File: src/pei_pkg.sv
// Constants for the port event interrupt and paging block
package pei_pkg;

  // ------------------------------------------------------------
  // Management register map
  // ------------------------------------------------------------
  localparam int          ADDR_W          = 5;
  localparam int          DATA_W          = 16;
  localparam logic [4:0]  ADDR_INT_CTRL   = 5'h11;
  localparam logic [4:0]  ADDR_EVT_STATUS = 5'h12;
  localparam logic [4:0]  ADDR_PAGE_SEL   = 5'h13;
  localparam logic [4:0]  ADDR_FC_COUNT   = 5'h14;
  localparam logic [4:0]  ADDR_PAGED_LAST = 5'h1f;

  // ------------------------------------------------------------
  // Field layout
  // ------------------------------------------------------------
  localparam int          NUM_EVENTS      = 8;
  localparam int          STATUS_LSB      = 8;
  localparam int          CTRL_TEST_BIT   = 2;
  localparam int          CTRL_GATE_BIT   = 1;
  localparam int          CTRL_OE_BIT     = 0;
  localparam int          CTRL_W          = 3;
  localparam int          PAGE_W          = 2;
  localparam int          FC_W            = 8;
  localparam int          FC_HALF_BIT     = 7;

  // Event index inside the enable byte; status sits STATUS_LSB higher
  localparam int          EV_LINK_QUALITY = 7;
  localparam int          EV_ENERGY       = 6;
  localparam int          EV_LINK         = 5;
  localparam int          EV_SPEED        = 4;
  localparam int          EV_DUPLEX       = 3;
  localparam int          EV_AUTONEG      = 2;
  localparam int          EV_FC_HALF      = 1;
  localparam int          EV_RX_ERR_HALF  = 0;

  // ------------------------------------------------------------
  // Values and resets
  // ------------------------------------------------------------
  localparam logic [1:0]  PAGE_EXTENDED   = 2'h0;
  localparam logic [1:0]  PAGE_RESERVED   = 2'h1;
  localparam logic [1:0]  PAGE_DIAG       = 2'h2;
  localparam logic [7:0]  FC_MAX          = 8'hff;
  localparam logic [7:0]  FC_ONE          = 8'h01;
  localparam logic [7:0]  FC_RESET        = 8'h00;
  localparam logic [7:0]  EVT_RESET       = 8'h00;
  localparam logic [2:0]  CTRL_RESET      = 3'h0;
  localparam logic [1:0]  PAGE_RESET      = 2'h0;
  localparam logic [15:0] RDATA_ZERO      = 16'h0000;

endpackage

File: src/pei_event_irq.sv
// Event status, interrupt gating, page select and false carrier count for one port
//
// Overview of operation
// - A status bit sets on its event and holds until the status register is read.
// - Unless the test bit is set, interrupt needs the event enable and the global interrupt gate both set.
// - Status bits latch whether or not any enable is set.
// - Bit 15 is link quality pending; resets low; cleared by reading.
// - Bit 14 is energy detect pending; resets low; cleared by reading.
// - Bit 13 is link status change pending; resets low; cleared by reading.
// - Bit 12 is speed change pending; resets low; cleared by reading.
// - Bit 11 is duplex change pending; resets low; cleared by reading.
// - Bit 10 is autonegotiation done pending; resets low; cleared by reading.
// - Bit 9 is false carrier counter half-full pending; resets low; read clears.
// - Bit 8 is receive error counter half-full pending; resets low; read clears.
// - Bits 7..0 are writable enables for status bits 15..8, in order.
// - Two-bit page field picks which bank answers at 14h to 1Fh.
// - Page 0 is extended registers, page 2 diagnostics, page 1 reserved.
// - Eight-bit false carrier counter counts each false carrier event, resets zero.
// - The false carrier counter sticks at FFh instead of wrapping.
// - The false carrier counter is read-only and clears on each read made while page 0 is selected.
// - Global gate enables event interrupts; output enable turns the pin into interrupt.
// - Test interrupt bit forces the interrupt while it stays set.
`timescale 1ns/1ps

module pei_event_irq
  import pei_pkg::*;
(
  // Clock and reset
  input  wire logic              sys_clk,
  input  wire logic              rst,

  // Management register port
  input  wire logic [ADDR_W-1:0] reg_addr,
  input  wire logic              reg_wr,
  input  wire logic              reg_rd,
  input  wire logic [DATA_W-1:0] reg_wdata,
  output logic      [DATA_W-1:0] reg_rdata,
  output logic                   reg_rvalid,

  // Event sources from the port logic, one-cycle pulses except the receive error counter MSB, which is a level
  input  wire logic              link_quality_event,
  input  wire logic              energy_detect_event,
  input  wire logic              link_change_event,
  input  wire logic              speed_change_event,
  input  wire logic              duplex_change_event,
  input  wire logic              autoneg_done_event,
  input  wire logic              false_carrier_event,
  input  wire logic              rx_error_count_msb,

  // Shared power-down or interrupt pin
  input  wire logic              powerdown_or_irq_pin_in,
  output logic                   powerdown_or_irq_pin_out,
  output logic                   powerdown_or_irq_pin_oe,

  // Status toward the port logic
  output logic                   powerdown_req,
  output logic [PAGE_W-1:0]      page_select
);

  // ------------------------------------------------------------
  // Registers
  // ------------------------------------------------------------
  logic [NUM_EVENTS-1:0] pending_ff;
  logic [NUM_EVENTS-1:0] enable_ff;
  logic [CTRL_W-1:0]     ctrl_ff;
  logic [PAGE_W-1:0]     page_ff;
  logic [FC_W-1:0]       fc_count_ff;
  logic                  rx_msb_ff;
  logic [DATA_W-1:0]     rdata_ff;
  logic                  rvalid_ff;
  logic                  pin_out_ff;
  logic                  pin_oe_ff;
  logic                  pd_meta_ff;
  logic                  pd_sync2_ff;
  logic                  pd_sync3_ff;
  logic                  pd_level_ff;
  logic                  pd_req_ff;

  logic [NUM_EVENTS-1:0] nxt_pending;
  logic [FC_W-1:0]       nxt_fc_count;
  logic [DATA_W-1:0]     nxt_rdata;
  logic                  nxt_irq;
  logic                  nxt_pd_level;
  logic [NUM_EVENTS-1:0] nxt_enable;
  logic [CTRL_W-1:0]     nxt_ctrl;
  logic [PAGE_W-1:0]     nxt_page;
  logic                  nxt_pin_out;

  // ------------------------------------------------------------
  // Address decode
  // ------------------------------------------------------------
  wire hit_ctrl   = (reg_addr == ADDR_INT_CTRL);
  wire hit_status = (reg_addr == ADDR_EVT_STATUS);
  wire hit_page   = (reg_addr == ADDR_PAGE_SEL);
  wire in_paged   = (reg_addr >= ADDR_FC_COUNT) && (reg_addr <= ADDR_PAGED_LAST);
  // Counter answers only while the extended page is selected
  wire hit_fc     = (reg_addr == ADDR_FC_COUNT) && (page_ff == PAGE_EXTENDED);

  // ------------------------------------------------------------
  // Strobes
  // ------------------------------------------------------------
  // Qualified by decode only; the host never raises both at once
  wire wr_ctrl    = reg_wr && hit_ctrl;
  wire wr_enable  = reg_wr && hit_status;
  wire wr_page    = reg_wr && hit_page;
  wire rd_status  = reg_rd && hit_status;
  wire rd_fc      = reg_rd && hit_fc;

  // ------------------------------------------------------------
  // Event capture
  // ------------------------------------------------------------
  // Half-full is the moment the counter MSB goes high
  wire fc_half_rise = nxt_fc_count[FC_HALF_BIT] && !fc_count_ff[FC_HALF_BIT];
  wire rx_half_rise = rx_error_count_msb && !rx_msb_ff;

  // ------------------------------------------------------------
  // Event sources
  // ------------------------------------------------------------
  wire [NUM_EVENTS-1:0] event_in;
  assign event_in[EV_LINK_QUALITY] = link_quality_event;
  assign event_in[EV_ENERGY]       = energy_detect_event;
  assign event_in[EV_LINK]         = link_change_event;
  assign event_in[EV_SPEED]        = speed_change_event;
  assign event_in[EV_DUPLEX]       = duplex_change_event;
  assign event_in[EV_AUTONEG]      = autoneg_done_event;
  assign event_in[EV_FC_HALF]      = fc_half_rise;
  assign event_in[EV_RX_ERR_HALF]  = rx_half_rise;

  // ------------------------------------------------------------
  // Pending status
  // ------------------------------------------------------------
  // Latching ignores every enable; a new event beats the read that clears
  genvar gi;
  generate
    for (gi = 0; gi < NUM_EVENTS; gi++) begin : g_pending
      assign nxt_pending[gi] = event_in[gi] || (pending_ff[gi] && !rd_status);
    end
  endgenerate

  always_ff @(posedge sys_clk) begin
    if (rst) begin
      pending_ff <= EVT_RESET;
    end else begin
      pending_ff <= nxt_pending;
    end
  end

  // Previous level of the external counter MSB, for edge detection
  always_ff @(posedge sys_clk) begin
    if (rst) begin
      rx_msb_ff <= 1'b0;
    end else begin
      rx_msb_ff <= rx_error_count_msb;
    end
  end

  // ------------------------------------------------------------
  // Enables and interrupt control
  // ------------------------------------------------------------
  // Reserved bits are never stored, so they read back as zero for free
  assign nxt_enable = wr_enable ? reg_wdata[NUM_EVENTS-1:0] : enable_ff;
  assign nxt_ctrl   = wr_ctrl ? reg_wdata[CTRL_W-1:0] : ctrl_ff;

  always_ff @(posedge sys_clk) begin
    if (rst) begin
      enable_ff <= EVT_RESET;
    end else begin
      enable_ff <= nxt_enable;
    end
  end

  always_ff @(posedge sys_clk) begin
    if (rst) begin
      ctrl_ff <= CTRL_RESET;
    end else begin
      ctrl_ff <= nxt_ctrl;
    end
  end

  // ------------------------------------------------------------
  // Page select
  // ------------------------------------------------------------
  // Value 1 is stored as written; it just selects an empty bank here
  assign nxt_page = wr_page ? reg_wdata[PAGE_W-1:0] : page_ff;

  always_ff @(posedge sys_clk) begin
    if (rst) begin
      page_ff <= PAGE_RESET;
    end else begin
      page_ff <= nxt_page;
    end
  end

  // ------------------------------------------------------------
  // False carrier counter
  // ------------------------------------------------------------
  // Saturation is tested before the add so FFh never rolls over to zero
  wire            fc_at_max   = (fc_count_ff == FC_MAX);
  wire            fc_step     = false_carrier_event && !fc_at_max;
  wire [FC_W-1:0] fc_plus_one = fc_count_ff + FC_ONE;

  // A read clears the count, but an event in the same cycle is kept as one
  always_comb begin
    if (rd_fc) begin
      nxt_fc_count = false_carrier_event ? FC_ONE : FC_RESET;
    end else if (fc_step) begin
      nxt_fc_count = fc_plus_one;
    end else begin
      nxt_fc_count = fc_count_ff;
    end
  end

  // Counting goes on under every page; only the visibility is paged
  always_ff @(posedge sys_clk) begin
    if (rst) begin
      fc_count_ff <= FC_RESET;
    end else begin
      fc_count_ff <= nxt_fc_count;
    end
  end

  // ------------------------------------------------------------
  // Interrupt generation
  // ------------------------------------------------------------
  wire [NUM_EVENTS-1:0] armed;
  genvar gj;
  generate
    for (gj = 0; gj < NUM_EVENTS; gj++) begin : g_armed
      assign armed[gj] = pending_ff[gj] && enable_ff[gj];
    end
  endgenerate
  wire any_enabled = |armed;
  wire gate_on     = ctrl_ff[CTRL_GATE_BIT];
  wire test_on     = ctrl_ff[CTRL_TEST_BIT];
  wire drive_pin   = ctrl_ff[CTRL_OE_BIT];

  // The test bit bypasses both the gate and the enables on purpose
  assign nxt_irq = test_on || (gate_on && any_enabled);

  // The pin signals an interrupt low, like an open-drain request line
  assign nxt_pin_out = !nxt_irq;

  always_ff @(posedge sys_clk) begin
    if (rst) begin
      pin_out_ff <= 1'b1;
    end else begin
      pin_out_ff <= nxt_pin_out;
    end
  end

  // Direction follows the control bit one cycle late, like the level
  always_ff @(posedge sys_clk) begin
    if (rst) begin
      pin_oe_ff <= 1'b0;
    end else begin
      pin_oe_ff <= drive_pin;
    end
  end

  // ------------------------------------------------------------
  // Power-down input path
  // ------------------------------------------------------------
  // Three stages; a level counts only once the last two agree
  always_ff @(posedge sys_clk) begin
    if (rst) begin
      pd_meta_ff  <= 1'b1;
      pd_sync2_ff <= 1'b1;
      pd_sync3_ff <= 1'b1;
    end else begin
      pd_meta_ff  <= powerdown_or_irq_pin_in;
      pd_sync2_ff <= pd_meta_ff;
      pd_sync3_ff <= pd_sync2_ff;
    end
  end

  // A single disagreeing sample is treated as a glitch and ignored
  wire pd_agree = (pd_sync2_ff == pd_sync3_ff);
  assign nxt_pd_level = pd_agree ? pd_sync3_ff : pd_level_ff;

  // ------------------------------------------------------------
  // Power-down request
  // ------------------------------------------------------------
  // While the pin is an interrupt output its level means nothing as a request
  always_ff @(posedge sys_clk) begin
    if (rst) begin
      pd_level_ff <= 1'b1;
      pd_req_ff   <= 1'b0;
    end else begin
      pd_level_ff <= nxt_pd_level;
      pd_req_ff   <= !drive_pin && !nxt_pd_level;
    end
  end

  // ------------------------------------------------------------
  // Read data
  // ------------------------------------------------------------
  // Control, page and counter words are zero padded so reserved bits can never leak state
  wire [DATA_W-1:0] ctrl_word   = {{(DATA_W-CTRL_W){1'b0}}, ctrl_ff};
  wire [DATA_W-1:0] status_word = {pending_ff, enable_ff};
  wire [DATA_W-1:0] page_word   = {{(DATA_W-PAGE_W){1'b0}}, page_ff};
  wire [DATA_W-1:0] fc_word     = {{(DATA_W-FC_W){1'b0}}, fc_count_ff};

  // Unused addresses and the other pages read as zero
  always_comb begin
    nxt_rdata = RDATA_ZERO;
    if (hit_ctrl) begin
      nxt_rdata = ctrl_word;
    end else if (hit_status) begin
      nxt_rdata = status_word;
    end else if (hit_page) begin
      nxt_rdata = page_word;
    end else if (hit_fc) begin
      nxt_rdata = fc_word;
    end else if (in_paged) begin
      nxt_rdata = RDATA_ZERO;
    end
  end

  always_ff @(posedge sys_clk) begin
    if (rst) begin
      rdata_ff <= RDATA_ZERO;
    end else if (reg_rd) begin
      rdata_ff <= nxt_rdata;
    end
  end

  // Valid is a pulse one cycle after the read strobe
  always_ff @(posedge sys_clk) begin
    if (rst) begin
      rvalid_ff <= 1'b0;
    end else begin
      rvalid_ff <= reg_rd;
    end
  end

  // ------------------------------------------------------------
  // Outputs
  // ------------------------------------------------------------
  // Every output is a flop; nothing combinational reaches a pin
  assign reg_rdata                = rdata_ff;
  assign reg_rvalid               = rvalid_ff;
  assign powerdown_or_irq_pin_out = pin_out_ff;
  assign powerdown_or_irq_pin_oe  = pin_oe_ff;
  assign powerdown_req            = pd_req_ff;
  assign page_select              = page_ff;

endmodule

File: config.mk
export PLATFORM = sky130hd
export DESIGN_NAME = pei_event_irq
export DESIGN_NICKNAME = d
export VERILOG_FILES = /design/src/pei_pkg.sv /design/src/pei_event_irq.sv
export SDC_FILE = /design/constraint.sdc
export NUM_CORES = 1
export LEC_CHECK = 0
export ABC_AREA = 1
export BUFFER_PORTS_ARGS = -buffer_cell sky130_fd_sc_hd__buf_2
export CAP_MARGIN = 20
export CORE_ASPECT_RATIO = 1.75
export CORE_UTILIZATION = 45
export CTS_BUF_LIST = sky130_fd_sc_hd__clkbuf_16
export CTS_CLUSTER_SIZE = 14
export DETAILED_ROUTE_END_ITERATION = 7
export PLACE_DENSITY = 0.69
export SYNTH_ARGS = -nofsm -noshare
export SYNTH_HDL_FRONTEND = slang
export SYNTH_SLANG_ARGS = --single-unit
File: constraint.sdc
create_clock -name sys_clk -period 1.7 [get_ports sys_clk]
set_input_delay 0.34 -clock sys_clk [delete_from_list [all_inputs] [get_ports sys_clk]]
set_output_delay 0.34 -clock sys_clk [all_outputs]
set_load 0.05 [all_outputs]
== Word-level counts from Yosys, hierarchy flattened ==
Index checks and enable logic that the tools add are counted.
Storage, ports and cells
  ROM bits: 0
  output and inout port bits: 22
  memories kept: 0
  register bits: 54
  word-level logic and storage cells: 77
  latch bits: 0
  RAM bits: 0
Operators by class
  order comparisons: 0
  eq/ne operators: 6
  add/sub/neg operators: 1
  multipliers: 0
  bitwise logic cells: 0
  multiplexer cells: 8
  reductions and logical operators: 46
  shift-type cells: 0
  divide/modulo/power cells: 0
Operator list (count)
  2-to-1 mux 16 bit: 2
  2-to-1 mux 8 bit: 4
  logical AND 1 bit: 27
  == test 5 bit, second input constant: 4
  logical OR 1 bit: 9
  adder 8 x 1 -> 8 bit, second input constant: 1
  == test 8 bit, second input constant: 1
  OR reduction 8 bit: 1
  logical NOT 1 bit: 7
  logical NOT 2 bit: 1
  2-to-1 mux 1 bit: 2
  nonzero test 2 bit: 1
  == test 1 bit: 1

== Logic depth before layout (Yosys ltp) ==
  depth after elaboration: 7
  depth in mapped cells: 10

== Worst setup path before layout ==
OpenSTA, ideal clock, no wires.
  kind: reg-to-reg
  start point: register page_ff[0] (netlist: page_select[0])
  end point: register fc_count_ff[2]
  library setup time: 0.064 ns
  setup slack: 0.355 ns
  data arrival time: 1.281 ns
  buffers on the path: 0
  stages on the path, launching flop included: 9
  path through: dfxtp_1 -> inv_1 -> nand2_1 -> nor2_2 -> nand3_2 -> nand2_1 -> inv_2 -> o21ai_0 -> nor2_1
Between the ends
  longest elaborated chain between the ends: 4
  elaborated cells between the ends (all ways): 5
  classes of those cells: mux: 1; reduce/logical: 4
RTL lines
  from (decl): line pei_event_irq.sv:66  | logic [PAGE_W-1:0] page_ff;
  from (signal assigned): line pei_event_irq.sv:190  | page_ff <= nxt_page;
  logical NOT 2 bit *: line pei_event_irq.sv:97  | wire hit_fc = (reg_addr == ADDR_FC_COUNT) && (page_ff == PAGE_EXTENDED);
  logical AND 1 bit *: line pei_event_irq.sv:97
  logical AND 1 bit *: line pei_event_irq.sv:107  | wire rd_fc = reg_rd && hit_fc;
  2-to-1 mux 8 bit or nonzero test 2 bit (tied branches)
  to (signal assigned): line pei_event_irq.sv:218  | fc_count_ff <= nxt_fc_count;
  to (decl): line pei_event_irq.sv:67  | logic [FC_W-1:0] fc_count_ff;
Every way passes the cells marked *; elsewhere a longest branch is shown, timed or not.
A chain may end at the register's enable or synchronous reset.

== Worst setup path after layout ==
  start point: register fc_count_ff[0]
  end point: register fc_count_ff[3]
Between the ends
  longest elaborated chain between the ends: 4
  elaborated cells between the ends (all ways): 7
  classes of those cells: add/sub: 1; eq/ne: 1; mux: 2; reduce/logical: 3
RTL lines
  branches (longest 4 deep; another with adder 8 x 1 -> 8 bit)
Several ways; the timed one is not identified. The select of a mux whose other input is x is not followed.

==> summary.md <==
| Metric | Value |
|---|---|
| Max VDD drop | 0.000692 V |
| Arrival @ worst endpoint | 1.72 ns |
| Vias/cell | 5.08 |
| # diodes | 0 |
| Setup TNS | 0 ns |
| Tot GR Track Use | 20.7% |
| Global-route wire length before repair | 8.60 mm |
| Max-slew violation count | 0 |
| Site Rows | 33 |
| Fin util | 57.3% |
| Worst path max stage delay | 0.40 ns |
| Post-route minimum period | 1.53 ns |
| Final ANT Viol Nets | 0 |
| Vias in the first global route | 1,937 |
| Ports | 56 |
| RSZ-0062 raised after global routing | false |
| Worst Hold Class | primary input to register |
| Crit path buf inv count | 1 |
| Worst EP required | 1.89 ns |
| Syn Inst Count | 310 |
| Hold Vio Cnt, Final | 0 |
| Clock-pin transition on the worst setup and hold timing paths | 0.07 ns |
| WL/cell | 12.3 µm |
| PortBufs | 47 |
| Most numerous cell in the Yosys netlist | nand2_1 |
| Pwr Density | 960 nW/µm² |
| YS warnings | 0 |
| Clk_skew | 0.00312 ns |
| Ys async rst share | 0% |
| Post-route DRC | 0 |
| Syn_area_per_cell | 7.28 µm² |
| Crit path cell chain | ha_1 > nand2_1 > nor2_1 > nand2_1 > nand2_2 > inv_1 > nand2_1 > nand2_1 > nand2_1 > nor2_1 |
| Layout cells sized above 1 | 21.7% |
| Post-synth EDFFs | 0 |
| Crit-path most repeated cell | nand2_1 |
| Core Area | 4750 µm² |
| Routed wire length | 5.12 mm |
| Slowest CP cell | dfxtp_1 |
| Leak | 0.00121 µW |
| Die ar. | 5310 µm² |
| Post-Layout Cell Count | 416 |
| Sequential share of the synthesized area | 47.9% |
| Clk_lat worst skew | 0.29 ns |
| Max-Cap Viols | 0 |
| Synth top area share | 47.9% |
| H-Tree Level Count | 2 |
| Crit. End Element | register |
| Clock Tree Buf Depth | 2 |
| Mapped Area | 2260 µm² |
| Critical path launch point type | register |
| Detailed Place HPWL | 3.89 mm |
| Effective utilization at floorplan | 47.5% |
| Worst-path fanout max | 7 |
| # hold bufs at CTS | 0 |
| GP Congestion | 0.868 |
| Routed via count | 2,114 |
| Gr ovfl total | 0 |
| Antenna violations before repair | 0 |
| Worst hold margin | 0.234 ns |
| Layout Nets | 398 |
| CTS Sinks | 54 |
| Library cells used by synthesis | 25 |
| Number of CTS-inserted buffers | 5 |
| TritonRoute pass-1 iters | 4 |
| Die Wd | 55.5 µm |
| Root Buffer | clkbuf_16 |
| Critical path class | register to register |
| Synth area leaders | dfxtp_1, nand2_1, a21oi_1, nor2_1, nand3_1 |
| Slew @ Worst Pin | 0.268 ns |
| Period utilization | 90.2% |
| TritonCTS clock tree | yes |
| Post-Syn Nets | 345 |
| Largest net degree at the start of global routing | 25 |
| Relative slew slack | 82.1% |
| Post-CTS setup buffers | 0 |
| Post-CTS resize count | 0 |
| Synth top cells by count | nand2_1, dfxtp_1, nor2_1 |
| Area leader, netlist | dfxtp_1 |
| FMAX | 0.652 GHz |
| Area growth, synth to finish | 20.6% |
| Cells after DPL | 408 |
| FF+latch count, synth | 54 |
| Status | finished clean |
| CP delay by family, top | simple AND/OR/NAND/NOR gates |
| Total chip power | 2610 µW |
| Setup violators final | 0 |
| Post-synth top flop | dfxtp_1 |
| Die height | 95.7 µm |
| Initial drt markers | 62 |
==> logic make-up (layout without fill, tap and decap cells) <==
| logic type | Yosys count | count (layout) | share of synthesized area (%) |
|---|---|---|---|
| AND/OR/NAND/NOR | 173 | 173 | 33.3 |
| AO/OA/AOI/OAI | 49 | 49 | 11.4 |
| adder cells (fa/ha/maj) | 2 | 2 | 0.998 |
| flip-flops | 54 | 54 | 47.9 |
| buffers and inverters | 32 | 86 | 6.32 |
==> worst paths after layout <==
kind / slack [ns] / end / start / cells after the start
setup reg to reg: 0.17 / fc_count_ff[3]$_SDFFE_PP0P_ / fc_count_ff[0]$_SDFFE_PP0P_ / 10
hold reg to reg: 0.42 / powerdown_req$_SDFF_PP0_ / ctrl_ff[0]$_SDFFE_PP0P_ / 1
hold / removal: 0.23 / pd_meta_ff$_SDFF_PP1_ / powerdown_or_irq_pin_in / 2
setup / recovery: 0.17 / fc_count_ff[3]$_SDFFE_PP0P_ / fc_count_ff[0]$_SDFFE_PP0P_ / 10
==> layout by cell type, fill, tap and decap left out <==
cell	instances
nand2_4	1
clkbuf_16	5
o211ai_1	2
maj3_1	1
o21ai_0	10
nand4_1	5
dfxtp_1	54
nor2_4	3
clkinvlp_4	1
buf_4	6
nand2_2	4
buf_2	47
or2_2	3
inv_1	22
a31o_2	1
inv_4	1
nor2_1	36
nor3_1	4
nand2_1	93
o32ai_1	1
nand3_2	1
bufinv_16	1
ha_1	1
inv_2	3
nand3_1	21
nor2_2	2
a21oi_1	35
==> flip-flops by register name, indices dropped and copies added, names as in the netlist <==
| name | cells |
|---|---|
| page_select | 2 |
| pd_sync2_ff | 1 |
| fc_count_ff | 8 |
| ctrl_ff | 3 |
| powerdown_or_irq_pin_oe | 1 |
| reg_rvalid | 1 |
| powerdown_req | 1 |
| reg_rdata | 16 |
| rx_msb_ff | 1 |
| pd_level_ff | 1 |
| powerdown_or_irq_pin_out | 1 |
| enable_ff | 8 |
| pending_ff | 8 |
| pd_sync3_ff | 1 |
| pd_meta_ff | 1 |
==> per-layer routing <==
metal / vias to the layer above / GRT usage (%) / wire [µm]
li1: 1107 / - / -
met1: 958 / 21.9 / 2100
met2: 39 / 39.1 / 2760
met3: 10 / 3.12 / 136
met4: 0 / 10.8 / 130
met5: - / 0 / 0
==> stage by stage <==
| step | cell area, µm² | setup WS (ns) |
|---|---|---|
| 6_report | 2720 | 0.166 |
| 5_1_grt | 2720 | 0.00299 |
| 4_1_cts | 2720 | 0.181 |
| 3_5_place_dp | 2550 | 0.198 |
| 3_3_place_gp | 2550 | 0.202 |
| 2_1_floorplan | 2260 | 0.355 |
==> report_power, final <==
| group | switching, µW | internal (µW) |
|---|---|---|
| Combinational | 116 | 60.4 |
| Clock | 440 | 689 |
| Sequential | 17.5 | 1290 |
==> final cells by class <==
cell class                      instances  area, µm²
Fill cell                             480       2030
Sequential cell                        54       1080
Multi-Input combinational cell        224       1030
Timing Repair Buffer                   53        280
Clock buffer                            5        125
Inverter                               25       96.3
Tap cell                               52       65.1
Clock inverter                          3       41.3
(Power assumes the default switching activity.)
